**src/design/rmpc_cfg.svh**
```systemverilog
// Constants and timing counts for the regulator mode and phase control block.
`ifndef RMPC_CFG_SVH
`define RMPC_CFG_SVH
`define RMPC_CLK_MHZ 100
`define RMPC_BOOT_EXIT_PWM_US 20
`define RMPC_BOOT_EXIT_PWM_CYC (`RMPC_BOOT_EXIT_PWM_US * `RMPC_CLK_MHZ)
`define RMPC_PGOOD_DELAY_MS 5
`define RMPC_PGOOD_DELAY_CYC (`RMPC_PGOOD_DELAY_MS * 1000 * `RMPC_CLK_MHZ)
`define RMPC_SLOW_DIV 8
`define RMPC_SYNC_DEPTH 2
`endif

```
**src/design/rmpc_pkg.sv**
```systemverilog
// Types shared by the regulator mode and phase control block.
`default_nettype none
package rmpc_pkg;
  typedef enum logic [2:0] {
    RMPC_OFF,
    RMPC_START,
    RMPC_BOOT,
    RMPC_BOOT_EXIT,
    RMPC_RUN,
    RMPC_SOFT_OFF,
    RMPC_FAULT
  } rmpc_state_type;

  // Mode inputs after synchronisation.
  typedef struct packed {
    logic shutdown_n;
    logic override_hv;
    logic skip_req;
    logic power_state_n;
    logic one_phase_strap;
    logic freq_low;
  } rmpc_mode_in_type;

  // Drive gating and protection controls.
  typedef struct packed {
    logic ph1_en;
    logic ph2_en;
    logic skip_mode;
    logic uv_prot_en;
    logic overlap_en;
    logic boost_chg_en;
  } rmpc_drive_type;
endpackage
`default_nettype wire

```
**src/design/rmpc_sync.sv**
```systemverilog
// Two-flop synchroniser for a group of level inputs.
`timescale 1ns/10ps
`default_nettype none
`include "rmpc_cfg.svh"
module rmpc_sync #(
  parameter int WIDTH = 1,
  parameter logic [WIDTH-1:0] RST_VAL = '0
) (
  input wire logic mclk_in,
  input wire logic rst_in,
  input wire logic [WIDTH-1:0] d_in,
  output logic [WIDTH-1:0] q_out
);
  logic [WIDTH-1:0] meta_r;

  if (WIDTH < 1) begin : g_bad_width
    $error("rmpc_sync: width must be at least one");
  end

  // Only the second flop is read outside, since the first may be metastable.
  always_ff @(posedge mclk_in or posedge rst_in) begin
    if (rst_in) begin
      meta_r <= RST_VAL;
      q_out <= RST_VAL;
    end else begin
      meta_r <= d_in;
      q_out <= meta_r;
    end
  end
endmodule
`default_nettype wire

```
**src/design/rmpc_top.sv**
```systemverilog
// Mode, phase-count and power-state sequencer of a two-phase core regulator.
`timescale 1ns/10ps
`default_nettype none
`include "rmpc_cfg.svh"
module rmpc_top #(
  parameter int BOOT_EXIT_CYC = `RMPC_BOOT_EXIT_PWM_CYC,
  parameter int PGOOD_DELAY_CYC = `RMPC_PGOOD_DELAY_CYC
) (
  input wire logic mclk_in,
  input wire logic rst_in,
  input wire logic shutdown_control_n_in,
  input wire logic shutdown_override_in,
  input wire logic skip_mode_request_in,
  input wire logic power_state_indicator_n_in,
  input wire logic phase_two_sense_positive_in,
  input wire logic frequency_set_low_current_in,
  input wire logic feedback_in_reg_in,
  input wire logic feedback_above_upper_in,
  input wire logic ramp_done_in,
  input wire logic code_transition_in,
  input wire logic down_transition_in,
  input wire logic blank_done_in,
  output logic [2:0] slew_div_out,
  output logic ramp_up_out,
  output logic ramp_down_out,
  output logic clock_enable_out_n,
  output logic power_good_out,
  output logic power_good_oe_out,
  output logic frequency_set_hiz_out,
  output logic fault_latch_out,
  output logic low_side_drive_en_out,
  output logic high_side_drive_en_out,
  output rmpc_pkg::rmpc_drive_type drive_out
);
  // A count below one would wrap the unsigned end-of-count compares.
  if (BOOT_EXIT_CYC < 1 || PGOOD_DELAY_CYC < 1) begin : g_bad_counts
    $error("rmpc_top: counts must be at least one cycle");
  end

  // ----------------------------------------------------------------
  // Input synchronisation
  // ----------------------------------------------------------------
  rmpc_pkg::rmpc_mode_in_type raw, syn;
  logic syn_reg, syn_above, syn_ramp, syn_code, syn_down, syn_blank;

  assign raw = '{shutdown_n: shutdown_control_n_in, override_hv: shutdown_override_in,
                 skip_req: skip_mode_request_in, power_state_n: power_state_indicator_n_in,
                 one_phase_strap: phase_two_sense_positive_in,
                 freq_low: frequency_set_low_current_in};

  // One shared synchroniser keeps every input on the same two-edge latency.
  rmpc_sync #(.WIDTH(12), .RST_VAL(12'h000)) rmpc_sync_i (
    .mclk_in(mclk_in),
    .rst_in(rst_in),
    .d_in({raw, feedback_in_reg_in, feedback_above_upper_in, ramp_done_in,
           code_transition_in, down_transition_in, blank_done_in}),
    .q_out({syn, syn_reg, syn_above, syn_ramp, syn_code, syn_down, syn_blank})
  );

  // ----------------------------------------------------------------
  // Sequencer
  // ----------------------------------------------------------------
  rmpc_pkg::rmpc_state_type state_r, state_nxt;
  logic [31:0] cnt_r;
  logic pg_delay_done;

  assign pg_delay_done = (cnt_r >= 32'(PGOOD_DELAY_CYC - 1));

  always_comb begin
    state_nxt = state_r;
    unique case (state_r)
      rmpc_pkg::RMPC_OFF: begin
        if (syn.shutdown_n) begin
          state_nxt = rmpc_pkg::RMPC_START;
        end
      end
      rmpc_pkg::RMPC_START: begin
        if (!syn.shutdown_n) begin
          state_nxt = rmpc_pkg::RMPC_SOFT_OFF;
        end else if (syn_ramp) begin
          state_nxt = rmpc_pkg::RMPC_BOOT;
        end
      end
      rmpc_pkg::RMPC_BOOT: begin
        if (!syn.shutdown_n) begin
          state_nxt = rmpc_pkg::RMPC_SOFT_OFF;
        end else if (syn_code) begin
          state_nxt = rmpc_pkg::RMPC_BOOT_EXIT;
        end
      end
      rmpc_pkg::RMPC_BOOT_EXIT: begin
        if (!syn.shutdown_n) begin
          state_nxt = rmpc_pkg::RMPC_SOFT_OFF;
        end else if (!syn_code && cnt_r >= 32'(BOOT_EXIT_CYC - 1)) begin
          state_nxt = rmpc_pkg::RMPC_RUN;
        end
      end
      rmpc_pkg::RMPC_RUN: begin
        if (!syn.shutdown_n) begin
          state_nxt = rmpc_pkg::RMPC_SOFT_OFF;
        end
      end
      rmpc_pkg::RMPC_SOFT_OFF: begin
        if (syn.shutdown_n) begin
          state_nxt = rmpc_pkg::RMPC_START;
        end else if (syn_ramp) begin
          state_nxt = rmpc_pkg::RMPC_OFF;
        end
      end
      rmpc_pkg::RMPC_FAULT: begin
        if (syn.override_hv || !syn.shutdown_n) begin
          state_nxt = rmpc_pkg::RMPC_OFF;
        end
      end
      default: state_nxt = rmpc_pkg::RMPC_OFF;
    endcase
    // The open-timing fault overrides every state, so it comes after the case.
    if (syn.freq_low && syn.shutdown_n && !syn.override_hv) begin
      state_nxt = rmpc_pkg::RMPC_FAULT;
    end
  end

  always_ff @(posedge mclk_in or posedge rst_in) begin
    if (rst_in) begin
      state_r <= rmpc_pkg::RMPC_OFF;
    end else begin
      state_r <= state_nxt;
    end
  end

  // Counts the boot-exit PWM hold while in boot exit, else the power-good delay.
  // It stops at the power-good delay so that it never wraps in a long run.
  always_ff @(posedge mclk_in or posedge rst_in) begin
    if (rst_in) begin
      cnt_r <= 32'h0000_0000;
    end else if (state_nxt != state_r) begin
      cnt_r <= 32'h0000_0000;
    end else if (state_r == rmpc_pkg::RMPC_BOOT_EXIT && syn_code) begin
      cnt_r <= 32'h0000_0000;
    end else if (!pg_delay_done || state_r == rmpc_pkg::RMPC_BOOT_EXIT) begin
      cnt_r <= cnt_r + 32'h0000_0001;
    end
  end

  // ----------------------------------------------------------------
  // Fault latch
  // ----------------------------------------------------------------
  // Set and clear never meet: the set is gated off inside the override band.
  always_ff @(posedge mclk_in or posedge rst_in) begin
    if (rst_in) begin
      fault_latch_out <= 1'b0;
    end else if (syn.freq_low && syn.shutdown_n && !syn.override_hv) begin
      fault_latch_out <= 1'b1;
    end else if (syn.override_hv) begin
      fault_latch_out <= 1'b0;
    end
  end

  // ----------------------------------------------------------------
  // Mode and phase selection
  // ----------------------------------------------------------------
  // Skip mode is kept as a flop so PWM is re-entered only once in regulation.
  logic skip_r, skip_nxt;
  logic run_like;

  assign run_like = (state_r == rmpc_pkg::RMPC_RUN);

  always_comb begin
    skip_nxt = skip_r;
    if (state_r == rmpc_pkg::RMPC_START || state_r == rmpc_pkg::RMPC_BOOT) begin
      skip_nxt = 1'b1;
    end else if (state_r == rmpc_pkg::RMPC_BOOT_EXIT ||
                 state_r == rmpc_pkg::RMPC_SOFT_OFF) begin
      skip_nxt = 1'b0;
    end else if (run_like && syn.skip_req) begin
      skip_nxt = 1'b1;
    end else if (run_like && syn_reg) begin
      skip_nxt = 1'b0;
    end
  end

  always_ff @(posedge mclk_in or posedge rst_in) begin
    if (rst_in) begin
      skip_r <= 1'b0;
    end else begin
      skip_r <= skip_nxt;
    end
  end

  // The strap wins in every state, so a single-phase board never enables phase two.
  logic active, two_phase;

  assign active = (state_r != rmpc_pkg::RMPC_OFF) && (state_r != rmpc_pkg::RMPC_FAULT);

  always_comb begin
    if (syn.one_phase_strap) begin
      two_phase = 1'b0;
    end else if (!run_like) begin
      two_phase = 1'b1;
    end else begin
      two_phase = !syn.skip_req && syn.power_state_n;
    end
  end

  // Drive gates move together on one edge so no partial phase state appears.
  always_ff @(posedge mclk_in or posedge rst_in) begin
    if (rst_in) begin
      drive_out <= '0;
      low_side_drive_en_out <= 1'b0;
      high_side_drive_en_out <= 1'b0;
    end else begin
      drive_out.ph1_en <= active;
      drive_out.ph2_en <= active && two_phase;
      drive_out.skip_mode <= skip_nxt;
      drive_out.uv_prot_en <= !syn.override_hv;
      drive_out.overlap_en <= !syn.override_hv;
      drive_out.boost_chg_en <= !syn.override_hv && active;
      low_side_drive_en_out <= active;
      high_side_drive_en_out <= active;
    end
  end

  // ----------------------------------------------------------------
  // Slew control
  // ----------------------------------------------------------------
  // Startup and soft-shutdown share the one slow rate.
  always_ff @(posedge mclk_in or posedge rst_in) begin
    if (rst_in) begin
      slew_div_out <= 3'h0;
      ramp_up_out <= 1'b0;
      ramp_down_out <= 1'b0;
      frequency_set_hiz_out <= 1'b1;
    end else begin
      ramp_up_out <= (state_nxt == rmpc_pkg::RMPC_START);
      ramp_down_out <= (state_nxt == rmpc_pkg::RMPC_SOFT_OFF);
      if (state_nxt == rmpc_pkg::RMPC_START || state_nxt == rmpc_pkg::RMPC_SOFT_OFF) begin
        slew_div_out <= 3'(`RMPC_SLOW_DIV - 1);
      end else begin
        slew_div_out <= 3'h0;
      end
      frequency_set_hiz_out <= !syn.shutdown_n;
    end
  end

  // ----------------------------------------------------------------
  // Clock enable and power-good
  // ----------------------------------------------------------------
  logic blank_r, in_reg_eff, powered_up_r;

  // Upper-threshold blanking over a downward skip-mode transition.
  // A new downward step that starts as the last one settles wins over the clear.
  always_ff @(posedge mclk_in or posedge rst_in) begin
    if (rst_in) begin
      blank_r <= 1'b0;
    end else if (skip_r && syn_down) begin
      blank_r <= 1'b1;
    end else if (syn_blank && syn_reg) begin
      blank_r <= 1'b0;
    end
  end

  // The next skip value is used so the threshold is ignored from the entry edge on.
  assign in_reg_eff = syn_reg && (!syn_above || skip_nxt || blank_r);

  always_ff @(posedge mclk_in or posedge rst_in) begin
    if (rst_in) begin
      powered_up_r <= 1'b0;
    end else if (!run_like && state_r != rmpc_pkg::RMPC_BOOT_EXIT) begin
      powered_up_r <= 1'b0;
    end else if (pg_delay_done && run_like) begin
      powered_up_r <= 1'b1;
    end
  end

  always_ff @(posedge mclk_in or posedge rst_in) begin
    if (rst_in) begin
      clock_enable_out_n <= 1'b1;
      power_good_out <= 1'b0;
      power_good_oe_out <= 1'b1;
    end else if (!syn.shutdown_n || state_r == rmpc_pkg::RMPC_START ||
                 state_r == rmpc_pkg::RMPC_BOOT || state_r == rmpc_pkg::RMPC_SOFT_OFF ||
                 !active) begin
      clock_enable_out_n <= 1'b1;
      power_good_out <= 1'b0;
      power_good_oe_out <= 1'b1;
    end else if (syn_code || state_r == rmpc_pkg::RMPC_BOOT_EXIT) begin
      clock_enable_out_n <= 1'b0;
      power_good_out <= powered_up_r;
      power_good_oe_out <= !powered_up_r;
    end else if (!powered_up_r) begin
      clock_enable_out_n <= !in_reg_eff;
      power_good_out <= 1'b0;
      power_good_oe_out <= 1'b1;
    end else begin
      clock_enable_out_n <= !in_reg_eff;
      power_good_out <= in_reg_eff;
      power_good_oe_out <= !in_reg_eff;
    end
  end
endmodule
`default_nettype wire

```
**config.mk**
```make
export PLATFORM = sky130hd
export DESIGN_NAME = rmpc_top
export DESIGN_NICKNAME = d
export VERILOG_FILES = /design/src/design/rmpc_pkg.sv /design/src/design/rmpc_sync.sv /design/src/design/rmpc_top.sv
export VERILOG_INCLUDE_DIRS = /design/src /design/src/design
export SDC_FILE = /design/constraint.sdc
export NUM_CORES = 1
export LEC_CHECK = 0
export ABC_AREA = 0
export BUFFER_PORTS_ARGS = -buffer_cell sky130_fd_sc_hd__buf_2
export CAP_MARGIN = 5
export CORE_UTILIZATION = 40
export CTS_CLUSTER_SIZE = 10
export DETAILED_ROUTE_END_ITERATION = 10
export PLACE_DENSITY = 0.61
export SLEW_MARGIN = 20
export SYNTH_ARGS = -nofsm -noshare
export SYNTH_HDL_FRONTEND = slang
export SYNTH_SLANG_ARGS = --single-unit
```
**constraint.sdc**
```tcl
create_clock -name mclk_in -period 7 [get_ports mclk_in]
set_input_delay 0.35 -clock mclk_in [delete_from_list [all_inputs] [get_ports mclk_in]]
set_output_delay 0.35 -clock mclk_in [all_outputs]
set_load 0.1 [all_outputs]
```
==> summary.txt, run 1 <==
Status -> finished with violations
Violated checks -> DRC
Area contributors post-synth -> dfrtp_1, o31ai_1, a211oi_2
Met1 GRT Util -> 0.269
R2R setup slack -> 3730 ps
CP max stage delay -> 870 ps
DR pass1 iterations -> 7
EDFF count, synth -> 0
Combinational share of power -> 0.417
Io pins -> 32
# diodes -> 0
Core box area -> 8810 um2
Clk buf depth -> 2
Max cap viols -> 0
Adder-cell share of the synthesized area -> 0.00341
First-pass GRT wire length -> 14000 um
CP arrival -> 3510 ps
Post-synth net total -> 374
Pin count of the biggest net entering global routing -> 75
Final net count -> 393
Post-Synth XOR/XNOR Area -> 0.0191
Total grt overflow -> 0
Port bufs -> 31
Vias in the first global route -> 2737
Final Cycle Share -> 0.467
Initial Util -> 0.417
Critical path class -> flip-flop to flip-flop
Syn_area_per_cell -> 10.2 um2
Vias per Instance -> 5.86
Cells along the critical path -> nand2_1 > nor2_1 > nand4_1 > nand3_1 > nand3_2 > a211oi_1
Switch Pwr -> 0.000703 W
Drt total wl -> 7960 um
Worst Hold Path EP -> rmpc_sync_i.meta_r[4]
Clock root buffer -> clkbuf_8
Area growth from synthesis to final layout -> 10.9%
P_int -> 0.000731 W
Setup Fix Bufs, Post-CTS -> 0
Fmax -> 306 MHz
Setup TNS -> 0 ps
Die footprint -> 9570 um2
Yosys top cell area share -> 0.484
Cell Area, Placed -> 3880 um2
Worst slew pin tran -> 1100 ps
Setup crit end kind -> flip-flop
Min Hold Slack -> 97.4 ps
Worst Hold Path Cells -> 1
RSZ-0062 raised after global routing -> false
Maximum VDD drop -> 0.255 mV
Post-synthesis compound-gate area fraction -> 0.194
Seq pwr share -> 0.365
GRT Resource Usage Total -> 0.184
CTS Buf Count -> 9
Met2 GRT Util -> 0.273
Post-synth top cells -> dfrtp_1, nor2_1, nand2_1, o31ai_1
Antenna violations before repair -> 0
Reg2Reg Depth -> 6
Post-cts resize count -> 0
FF-to-FF Start -> state_r[0]
Post-route minimum period -> 3270 ps
Slew margin rel. -> 0.263
CP max-delay cell -> nor2_1
Die Width -> 97.8 um
Largest family of logic cells by synthesized area -> simple AND/OR/NAND/NOR gates
Final setup fails -> 0
DRT iter0 DRCs -> 164
Clk slew on worst S/H paths -> 90 ps
Row Count -> 34
Post-route DRC violation count -> 7
Post-route ant nets -> 0
R2r endpoint -> cnt_r[30]
Synth Flop Type -> dfrtp_1
Synth Area in Simple Gates -> 0.222
Worst hold path type -> primary input to flip-flop
Post-route cell area -> 4070 um2
YS warnings -> 0
Met3 usage -> 0.0365
Crit start category -> flip-flop
Post-Syn Instances -> 359
Mux cell area share after synthesis -> 0.00613
Die height -> 97.8 um
Sink Count -> 74
Count leader, synth -> dfrtp_1
CTS tree -> built
Final Hold Violating Endpoints -> 0
Asr flop ratio synth -> 1.00
Clock latency on the worst-skew pair -> 350 ps
Switching Share -> 0.490
Yosys reg bits -> 74
Crit path max fanout -> 21
# hold bufs at CTS -> 0
Yosys cell types -> 52
GR peak layer -> met2
H-tree levels -> 3
Final Max Slew Viols -> 0
Fraction of layout cells with a size suffix above 1 -> 0.211
Critical Path RT -> 7240 ps
Final Skew -> 11.6 ps
Final setup margin -> 3730 ps
Leak -> 1.59 nW
Fill cell count -> 818
Post-Place Cells -> 475
Sequential share of the synthesized area -> 0.505
HP Start -> feedback_above_upper_in
Pre-CTS setup slack -> 3370 ps
Synthesized area -> 3670 um2
Clock power frac -> 0.218
DR vias -> 2877
Synth area leader -> dfrtp_1
HPWL after detailed placement -> 5160 um
CP startpoint -> state_r[0]
Finished Layout Cells -> 491
Power Dens Cells -> 352 nW/um2
Routability congestion estimate -> 0.861
DR WL/cell -> 16.2 um
==> state kept, by name, summed over array words and instances, names as in the netlist <==
register               cells
state_r                    3
powered_up_r               1
slew_div_out               1
rmpc_sync_i.q_out         12
ramp_up_out                1
power_good_oe_out          1
drive_out                  5
rmpc_sync_i.meta_r        12
cnt_r                     32
fault_latch_out            1
power_good_out             1
frequency_set_hiz_out      1
clock_enable_out_n         1
ramp_down_out              1
blank_r                    1
==> layout by cell type, fill, tap and decap left out, types with 2 or more instances in the layout <==
cell / instances
and3_1: 9
xor2_1: 6
clkbuf_8: 9
nor3_2: 2
o31ai_1: 17
xnor2_1: 2
nand2_1: 18
a211oi_1: 14
nand2b_1: 7
dfrtp_1: 71
buf_4: 3
or3b_1: 4
inv_6: 3
or4_4: 2
o311ai_0: 2
a311oi_1: 2
dfstp_2: 3
a211oi_2: 10
nor2_1: 21
a31oi_1: 5
buf_2: 31
a21o_1: 2
and2_1: 2
or3_1: 9
or2_2: 4
nand4_1: 8
and4_1: 3
nand3_1: 16
a21oi_1: 9
o21ai_0: 14
nor3_1: 15
nor2b_1: 6
nor4_1: 5
inv_1: 12
or4_1: 10
mux2_2: 2
==> layout make-up <==
cell class / count / area [um2] / area share
repair buffers: 34 / 178 / 0.0436
clock buffers: 9 / 124 / 0.0304
inverters: 13 / 48.8 / 0.0120
multi-input cells: 246 / 1670 / 0.411
clock inverters: 7 / 58.8 / 0.0144
flip-flops and latches: 74 / 1860 / 0.455
well taps: 108 / 135 / 0.0332
==> kinds of logic (layout without fill, tap and decap cells) <==
| logic type | after synthesis | in the layout |
|---|---|---|
| fa+ha+maj | 1 | 1 |
| flops | 74 | 74 |
| compound gates | 90 | 90 |
| mux | 2 | 2 |
| xor+xnor | 8 | 8 |
| buf+inv | 39 | 63 |
| simple gates | 145 | 145 |
==> how the worst max path moves through the flow <==
stage | end | slack, ps | depth (start not counted)
3_5_place_dp | cnt_r[30] | 3370 | 6
5_1_grt | cnt_r[30] | 3440 | 6
6_report | cnt_r[30] | 3730 | 6
3_3_place_gp | cnt_r[29] | 3600 | 6
4_1_cts | cnt_r[30] | 3350 | 6
2_1_floorplan | cnt_r[18] | 4600 | 6
==> layer usage <==
layer | wire (um) | vias to the layer above
met4 | 87 | 0
li1 | - | 1386
met2 | 3520 | 70
met1 | 3990 | 1411
met3 | 359 | 10
met5 | 0 | -
==> metrics by stage <==
step                      utilization  total power, W
after floorplan                     -         0.00103
after global placement          0.440         0.00112
after detailed placement        0.441         0.00113
after CTS                       0.462         0.00144
after global routing            0.463         0.00152
final                           0.463         0.00143
==> critical path: cells and delay by family, from the launching register on <==
kind | cells | cell delay, ps
AOI/OAI and AO/OA | 1 | 380
DFF | 1 | 700
and+or+nand+nor | 5 | 2070
==> power by group through the flow <==
stage | clock network (W) | logic, W | registers [W]
3_3_place_gp | 0 | 0.000595 | 0.000528
4_1_cts | 0.000324 | 0.000597 | 0.000524
5_1_grt | 0.000345 | 0.000641 | 0.000532
6_report | 0.000313 | 0.000598 | 0.000523
3_5_place_dp | 0 | 0.000597 | 0.000532
2_1_floorplan | 0 | 0.000418 | 0.000611
No activity file was read; power rests on OpenSTA's default activity.
==> inputs of run 2 (changes only) <==
ABC_AREA = 1   (was 0)
clock period = 3.1 ns   (was 7 ns; I/O delays follow)
==> run 2 against run 1 <==
Net effect: cell count grew 52%; the flow now finishes without violations; highest routed layer unchanged; sequential cell count unchanged; largest cell class is now multi-input gates; sequential power rose by 110%; critical path type unchanged; via count increased by 29%; worst hold slack gained 250 ps; clock skew decreased by 1.5 ps.
==> summary.txt, run 2 <==
Max cap viols -> 0 (unchanged)
Io pins -> 32 (unchanged)
First-pass GRT wire length -> 17300 um (+24%)
Die height -> 107 um (+9.0%)
Count leader, synth -> nand2_1
Final Cycle Share -> 0.816 (+0.349)
Clock root buffer -> clkbuf_8
Vias per Instance -> 5.00 (-15%)
Synth Flop Type -> dfrtp_1
Worst hold path type -> flip-flop to flip-flop
R2r endpoint -> cnt_r[26]
Clock power frac -> 0.236 (+0.018)
Maximum VDD drop -> 0.470 mV (+84%)
Yosys cell types -> 36 (-31%)
Critical path class -> flip-flop to flip-flop
Sequential share of the synthesized area -> 0.424 (-0.0817)
RSZ-0062 raised after global routing -> false
Max reg flops -> 32 (unchanged)
Crit path max fanout -> 21 (unchanged)
Drt total wl -> 10100 um (+27%)
Power Dens Cells -> 689 nW/um2 (+96%)
Pin count of the biggest net entering global routing -> 41 (-45%)
Post-route minimum period -> 2530 ps (-738 ps)
Syn_area_per_cell -> 7.71 um2 (-25%)
CP max stage delay -> 570 ps (-300 ps)
Combinational share of power -> 0.430 (+0.013)
CTS tree -> built
Post-Syn Instances -> 568 (+58%)
Die footprint -> 11400 um2 (+19%)
Cells along the critical path -> nand2_2 > inv_2 > nand2_4 > nor2_1 > inv_1 > nand3_1 > nor2_1 > a21oi_1 > nor3_2
Largest regs -> cnt_r x32, rmpc_sync_i.meta_r x12, rmpc_sync_i.q_out x12
Clk slew on worst S/H paths -> 90 ps (about the same)
DR pass1 iterations -> 5 (-2)
Final Skew -> 10.1 ps (-1.46 ps)
DR vias -> 3722 (+29%)
# diodes -> 0 (unchanged)
Commonest non-fill, non-tap cell in the layout -> nand2_1
Crit start category -> flip-flop
Initial Util -> 0.419 (+0.00166)
CTS Buf Count -> 9 (unchanged)
Post-synth net total -> 583 (+56%)
Post-route DRC violation count -> 0 (-7)
Antenna violations before repair -> 0 (unchanged)
Yosys reg bits -> 74 (unchanged)
Clk buf depth -> 2 (unchanged)
Area contributors post-synth -> dfrtp_1, nand2_1, nor3_2
Reg2Reg Depth -> 9 (+3)
Synth area leader -> dfrtp_1
Sink Count -> 74 (unchanged)
Fraction of layout cells with a size suffix above 1 -> 0.200 (-0.0112)
Final net count -> 619 (+58%)
Routability congestion estimate -> 0.925 (+7.5%)
Core box area -> 10500 um2 (+19%)
Final Max Slew Viols -> 0 (unchanged)
Fmax -> 395 MHz (+29%)
Cell mode on critical path -> nor2_1
Setup TNS -> 0 ps (unchanged)
Switching Share -> 0.502 (+0.0119)
Post-synth top cells -> nand2_1, nor2_1, dfrtp_1, inv_1, nand3_1
Port bufs -> 31 (unchanged)
FF-to-FF Start -> state_r[0]
Critical Path RT -> 3330 ps (-3910 ps)
Final setup margin -> 571 ps (-3160 ps)
Pre-CTS setup slack -> 594 ps (-2780 ps)
Synthesized area -> 4380 um2 (+19%)
Setup Fix Bufs, Post-CTS -> 0 (unchanged)
H-tree levels -> 3 (unchanged)
Post-route ant nets -> 0 (unchanged)
R2R setup slack -> 570 ps (-3160 ps)
Status -> complete, no violations
Worst Hold Path EP -> rmpc_sync_i.q_out[1]
Setup crit end kind -> flip-flop
Switch Pwr -> 0.00169 W (+140%)
Commonest cells after routing, fill and taps aside -> nand2_1, nor2_1, dfrtp_1
Post-cts resize count -> 0 (unchanged)
DR WL/cell -> 13.6 um (-16%)
Seq pwr share -> 0.334 (-0.031)
HP Start -> rmpc_sync_i.meta_r[1]
Worst Hold Path Cells -> 0 (-1)
Slew margin rel. -> 0.482 (+0.218)
CP max-delay cell -> inv_1
GRT Resource Usage Total -> 0.196 (+0.0125)
Vias in the first global route -> 3679 (+34%)
YS warnings -> 0 (unchanged)
Final Hold Violating Endpoints -> 0 (unchanged)
P_int -> 0.00168 W (+130%)
Largest reg by FF count -> cnt_r
Row Count -> 37 (+8.8%)
Worst slew pin tran -> 777 ps (-324 ps)
HPWL after detailed placement -> 7000 um (+36%)
DRT iter0 DRCs -> 226 (+38%)
Die Width -> 107 um (+9.0%)
Total grt overflow -> 0 (unchanged)
Area growth from synthesis to final layout -> 11.5%
CP arrival -> 2760 ps (-750 ps)
Clock latency on the worst-skew pair -> 360 ps (about the same)
Yosys top cell area share -> 0.406 (-0.0782)
Asr flop ratio synth -> 1.00 (unchanged)
EDFF count, synth -> 0 (unchanged)
Final setup fails -> 0 (unchanged)
Leak -> 2.13 nW (+34%)
run 2: worst max-delay path by stage:
stage                     startpoint   endpoint  slack, ps  cells past startpoint
after floorplan               rst_in    blank_r       1070                      1
after global placement      cnt_r[0]  cnt_r[30]        690                     14
after detailed placement  state_r[0]  cnt_r[26]        590                      9
after CTS                 state_r[0]  cnt_r[26]        570                      9
after global routing      state_r[0]  cnt_r[24]        330                      9
final                     state_r[0]  cnt_r[26]        570                      9
run 2: timing repair:
action / in CTS / in global routing
setup endpoints to repair: 0 / 0
endpoints found under the hold margin: 83 / 0
hold buffers: 13 / 0
run 2: kinds of logic after synthesis:
kind of cell,synth area share
DFF,0.424
adders and majority gates,0.00286
xor gates and xnor gates,0.0180
and+or+nand+nor,0.394
AOI/OAI and AO/OA,0.0531
buffers and inverters,0.108
run 2: layout make-up:
type,instances,area [um2]
Clock buffer,9,124
Clock inverter,7,83.8
Fill cell,1064,5580
Inverter,75,282
Multi-Input combinational cell,396,2050
Sequential cell,74,1860
Tap cell,136,170
Timing Repair Buffer,48,315
run 2: critical path, delay by kind of cell, from the launching register on:
kind / cells / cell delay (ps)
AOI/OAI and AO/OA: 1 / 160
buffers and inverters: 2 / 670
DFF: 1 / 470
and+or+nand+nor: 6 / 1080
run 2: power groups by stage:
stage | Combinational [W] | Clock [W] | Sequential (W)
finish | 0.00145 | 0.000796 | 0.00112
global route | 0.00155 | 0.000865 | 0.00114
CTS | 0.00146 | 0.000826 | 0.00112
detailed placement | 0.00144 | 0 | 0.00114
global placement | 0.00144 | 0 | 0.00114
floorplan | 0.00111 | 0 | 0.00138
run 2: metrics by stage:
stage | total power, W | instances | util | instance area [um2] | hold slack, ps
floorplan | 0.00249 | 568 | - | 4380 | 186
global placement | 0.00257 | 716 | 0.434 | 4540 | 263
detailed placement | 0.00258 | 716 | 0.434 | 4540 | 264
CTS | 0.00341 | 745 | 0.467 | 4880 | 344
global route | 0.00355 | 745 | 0.467 | 4880 | 357
finish | 0.00336 | 745 | 0.467 | 4880 | 345
run 2: metal layers:
metal | vias up | track usage | routed length [um]
met5 | - | 0 | 0
met4 | 0 | 0.0920 | 212
met3 | 20 | 0.0413 | 438
met2 | 93 | 0.322 | 4780
met1 | 1743 | 0.247 | 4700
li1 | 1866 | - | -
==> inputs of run 3 (changes only) <==
ABC_AREA = 0   (was 1)
clock period = 2.65 ns   (was 3.1 ns; I/O delays follow)
==> run 3 against run 2 <==
Net effect: the run now ends with DRC left; first-iteration DRC count is 13% lower; sequential cell count stayed put; clock skew is 8.4 ps higher; via count is 18% lower; clock-buffer cell count is 1 higher; worst hold slack better by 2.3 ps; setup slack worse by 470 ps; combinational power is 25% higher; total power is 20% higher; routed wire length is 17% lower; sequential share of layout area is 3.1 points higher; sequential power is 20% higher; largest power group unchanged.
==> summary.txt, run 3 (synthesized netlist as in run 1, its figures left out) <==
H-tree levels -> 3 (unchanged)
Cells along the critical path -> or4_4 > a2111oi_4 > o31ai_2 > buf_6 > or4_1 > a211oi_2
DRT iter0 DRCs -> 196 (-13%)
Initial Util -> 0.417 (-0.00166)
Sink Count -> 74 (unchanged)
Clock root buffer -> clkbuf_8
Final Max Slew Viols -> 0 (unchanged)
Worst slew pin tran -> 565 ps (-212 ps)
CTS tree -> built
Clock latency on the worst-skew pair -> 360 ps (about the same)
Fin util -> 0.512 (+0.0456)
Die Width -> 97.8 um (-8.3%)
Routability congestion estimate -> 0.855 (-7.6%)
Cell Area, Placed -> 4120 um2 (-9.3%)
Io pins -> 32 (unchanged)
Critical path class -> flip-flop to flip-flop
Core box area -> 8810 um2 (-16%)
R2r endpoint -> cnt_r[31]
HPWL after detailed placement -> 5680 um (-19%)
Fraction of layout cells with a size suffix above 1 -> 0.265 (+0.0649)
Post-route DRC violation count -> 5 (+5)
Final Skew -> 18.5 ps (+8.44 ps)
DR pass1 iterations -> 7 (+2)
Die height -> 97.8 um (-8.3%)
GRT Resource Usage Total -> 0.189 (-0.00715)
Post-route minimum period -> 2550 ps (+22.5 ps)
Finished Layout Cells -> 534 (-28%)
CP max-delay cell -> or4_4
Status -> finished with violations
Crit start category -> flip-flop
FF-to-FF Start -> cnt_r[12]
Commonest cells after routing, fill and taps aside -> dfrtp_1, buf_2, buf_4
Max reg flops -> 32 (unchanged)
Leak -> 1.82 nW (-15%)
Die footprint -> 9570 um2 (-16%)
Fill cell count -> 798 (-25%)
Final net count -> 436 (-30%)
R2R setup slack -> 100 ps (-470 ps)
Clk slew on worst S/H paths -> 80 ps (about the same)
Total grt overflow -> 0 (unchanged)
Delay-heaviest family, CP -> simple AND/OR/NAND/NOR gates
Power Dens Cells -> 893 nW/um2 (+30%)
Violated checks -> DRC
Clk buf depth -> 2 (unchanged)
Row Count -> 34 (-8.1%)
Antenna violations before repair -> 0 (unchanged)
Setup TNS -> 0 ps (unchanged)
DR WL/cell -> 15.7 um (+16%)
Final setup fails -> 0 (unchanged)
DR vias -> 3036 (-18%)
CTS Buf Count -> 9 (unchanged)
Fmax -> 392 MHz (-0.88%)
Post-route cell area -> 4510 um2 (-7.6%)
CP max stage delay -> 550 ps (-20 ps)
Final Cycle Share -> 0.963 (+0.147)
Pin count of the biggest net entering global routing -> 75 (+83%)
HP Start -> rmpc_sync_i.meta_r[5]
Worst Path Buf+Inv -> 1 (-1)
Sequential Area -> 1860 um2 (unchanged)
Reg2Reg Depth -> 6 (-3)
Crit path max fanout -> 16 (-24%)
Multi-input logic area -> 1700 um2 (-17%)
Critical Path RT -> 2910 ps (-420 ps)
Port bufs -> 31 (unchanged)
Worst hold path type -> flip-flop to flip-flop
Worst Hold Path EP -> rmpc_sync_i.q_out[5]
Largest regs -> cnt_r x32, rmpc_sync_i.meta_r x12, rmpc_sync_i.q_out x12
CP arrival -> 2810 ps (+50 ps)
Area growth from synthesis to final layout -> 22.8%
Max cap viols -> 0 (unchanged)
Commonest non-fill, non-tap cell in the layout -> dfrtp_1
First-pass GRT wire length -> 14200 um (-18%)
Post-Place Cells -> 504 (-30%)
Maximum VDD drop -> 0.781 mV (+66%)
Final Hold Violating Endpoints -> 0 (unchanged)
Largest reg by FF count -> cnt_r
Worst Hold Path Cells -> 0 (unchanged)
Setup crit end kind -> flip-flop
Drt total wl -> 8390 um (-17%)
Post-route ant nets -> 0 (unchanged)
Slew margin rel. -> 0.618 (+0.137)
Total Power -> 0.00403 W (+20%)
Vias per Instance -> 5.69 (+14%)
Vias in the first global route -> 2851 (-23%)
# diodes -> 0 (unchanged)
[run 3: final cells by class]
class	count	area share
clock buffers	10	0.0283
clock inverters	6	0.0150
repair buffers	77	0.127
flip-flops and latches	74	0.411
inverters	13	0.0108
well taps	108	0.0300
multi-input cells	246	0.377
[run 3: repair_timing]
item / in CTS / in global routing
endpoints found under the setup margin: 14 / 23
hold buffers: 13 / 0
resized for setup: 2 / 8
endpoints found under the hold margin: 83 / 0
pin swaps: 0 / 3
setup buffers: 0 / 1
[run 3: worst max path at each step]
stage,from,to,slack (ps),cells past startpoint
after global routing,cnt_r[12],cnt_r[29],-3,6
after global placement,cnt_r[31],cnt_r[9],-30,7
after detailed placement,cnt_r[31],cnt_r[9],-120,7
after CTS,cnt_r[25],cnt_r[31],20,7
after floorplan,cnt_r[11],cnt_r[18],250,6
final,cnt_r[12],cnt_r[31],100,6
[run 3: power by group]
part	leakage, nW	internal (W)	switching (W)
logic	0.782	0.000481	0.00133
clock network	0.0925	0.000436	0.000438
registers	0.942	0.00124	0.000101
total	1.82	0.00216	0.00187
[run 3: routing by layer]
metal  global-route usage  up-vias  routed length (um)
met1                0.277     1469                4110
met3               0.0480       12                 452
met2                0.266       84                3670
met4               0.0781        0                 153
li1                     -     1471                   -
met5                    0        -                   0
[run 3: metrics by stage]
stage	hold slack (ps)	worst slack, ps
2_1_floorplan	164	254
3_3_place_gp	240	-33.2
3_5_place_dp	242	-119
4_1_cts	351	17.5
5_1_grt	360	-2.87
6_report	347	98.2
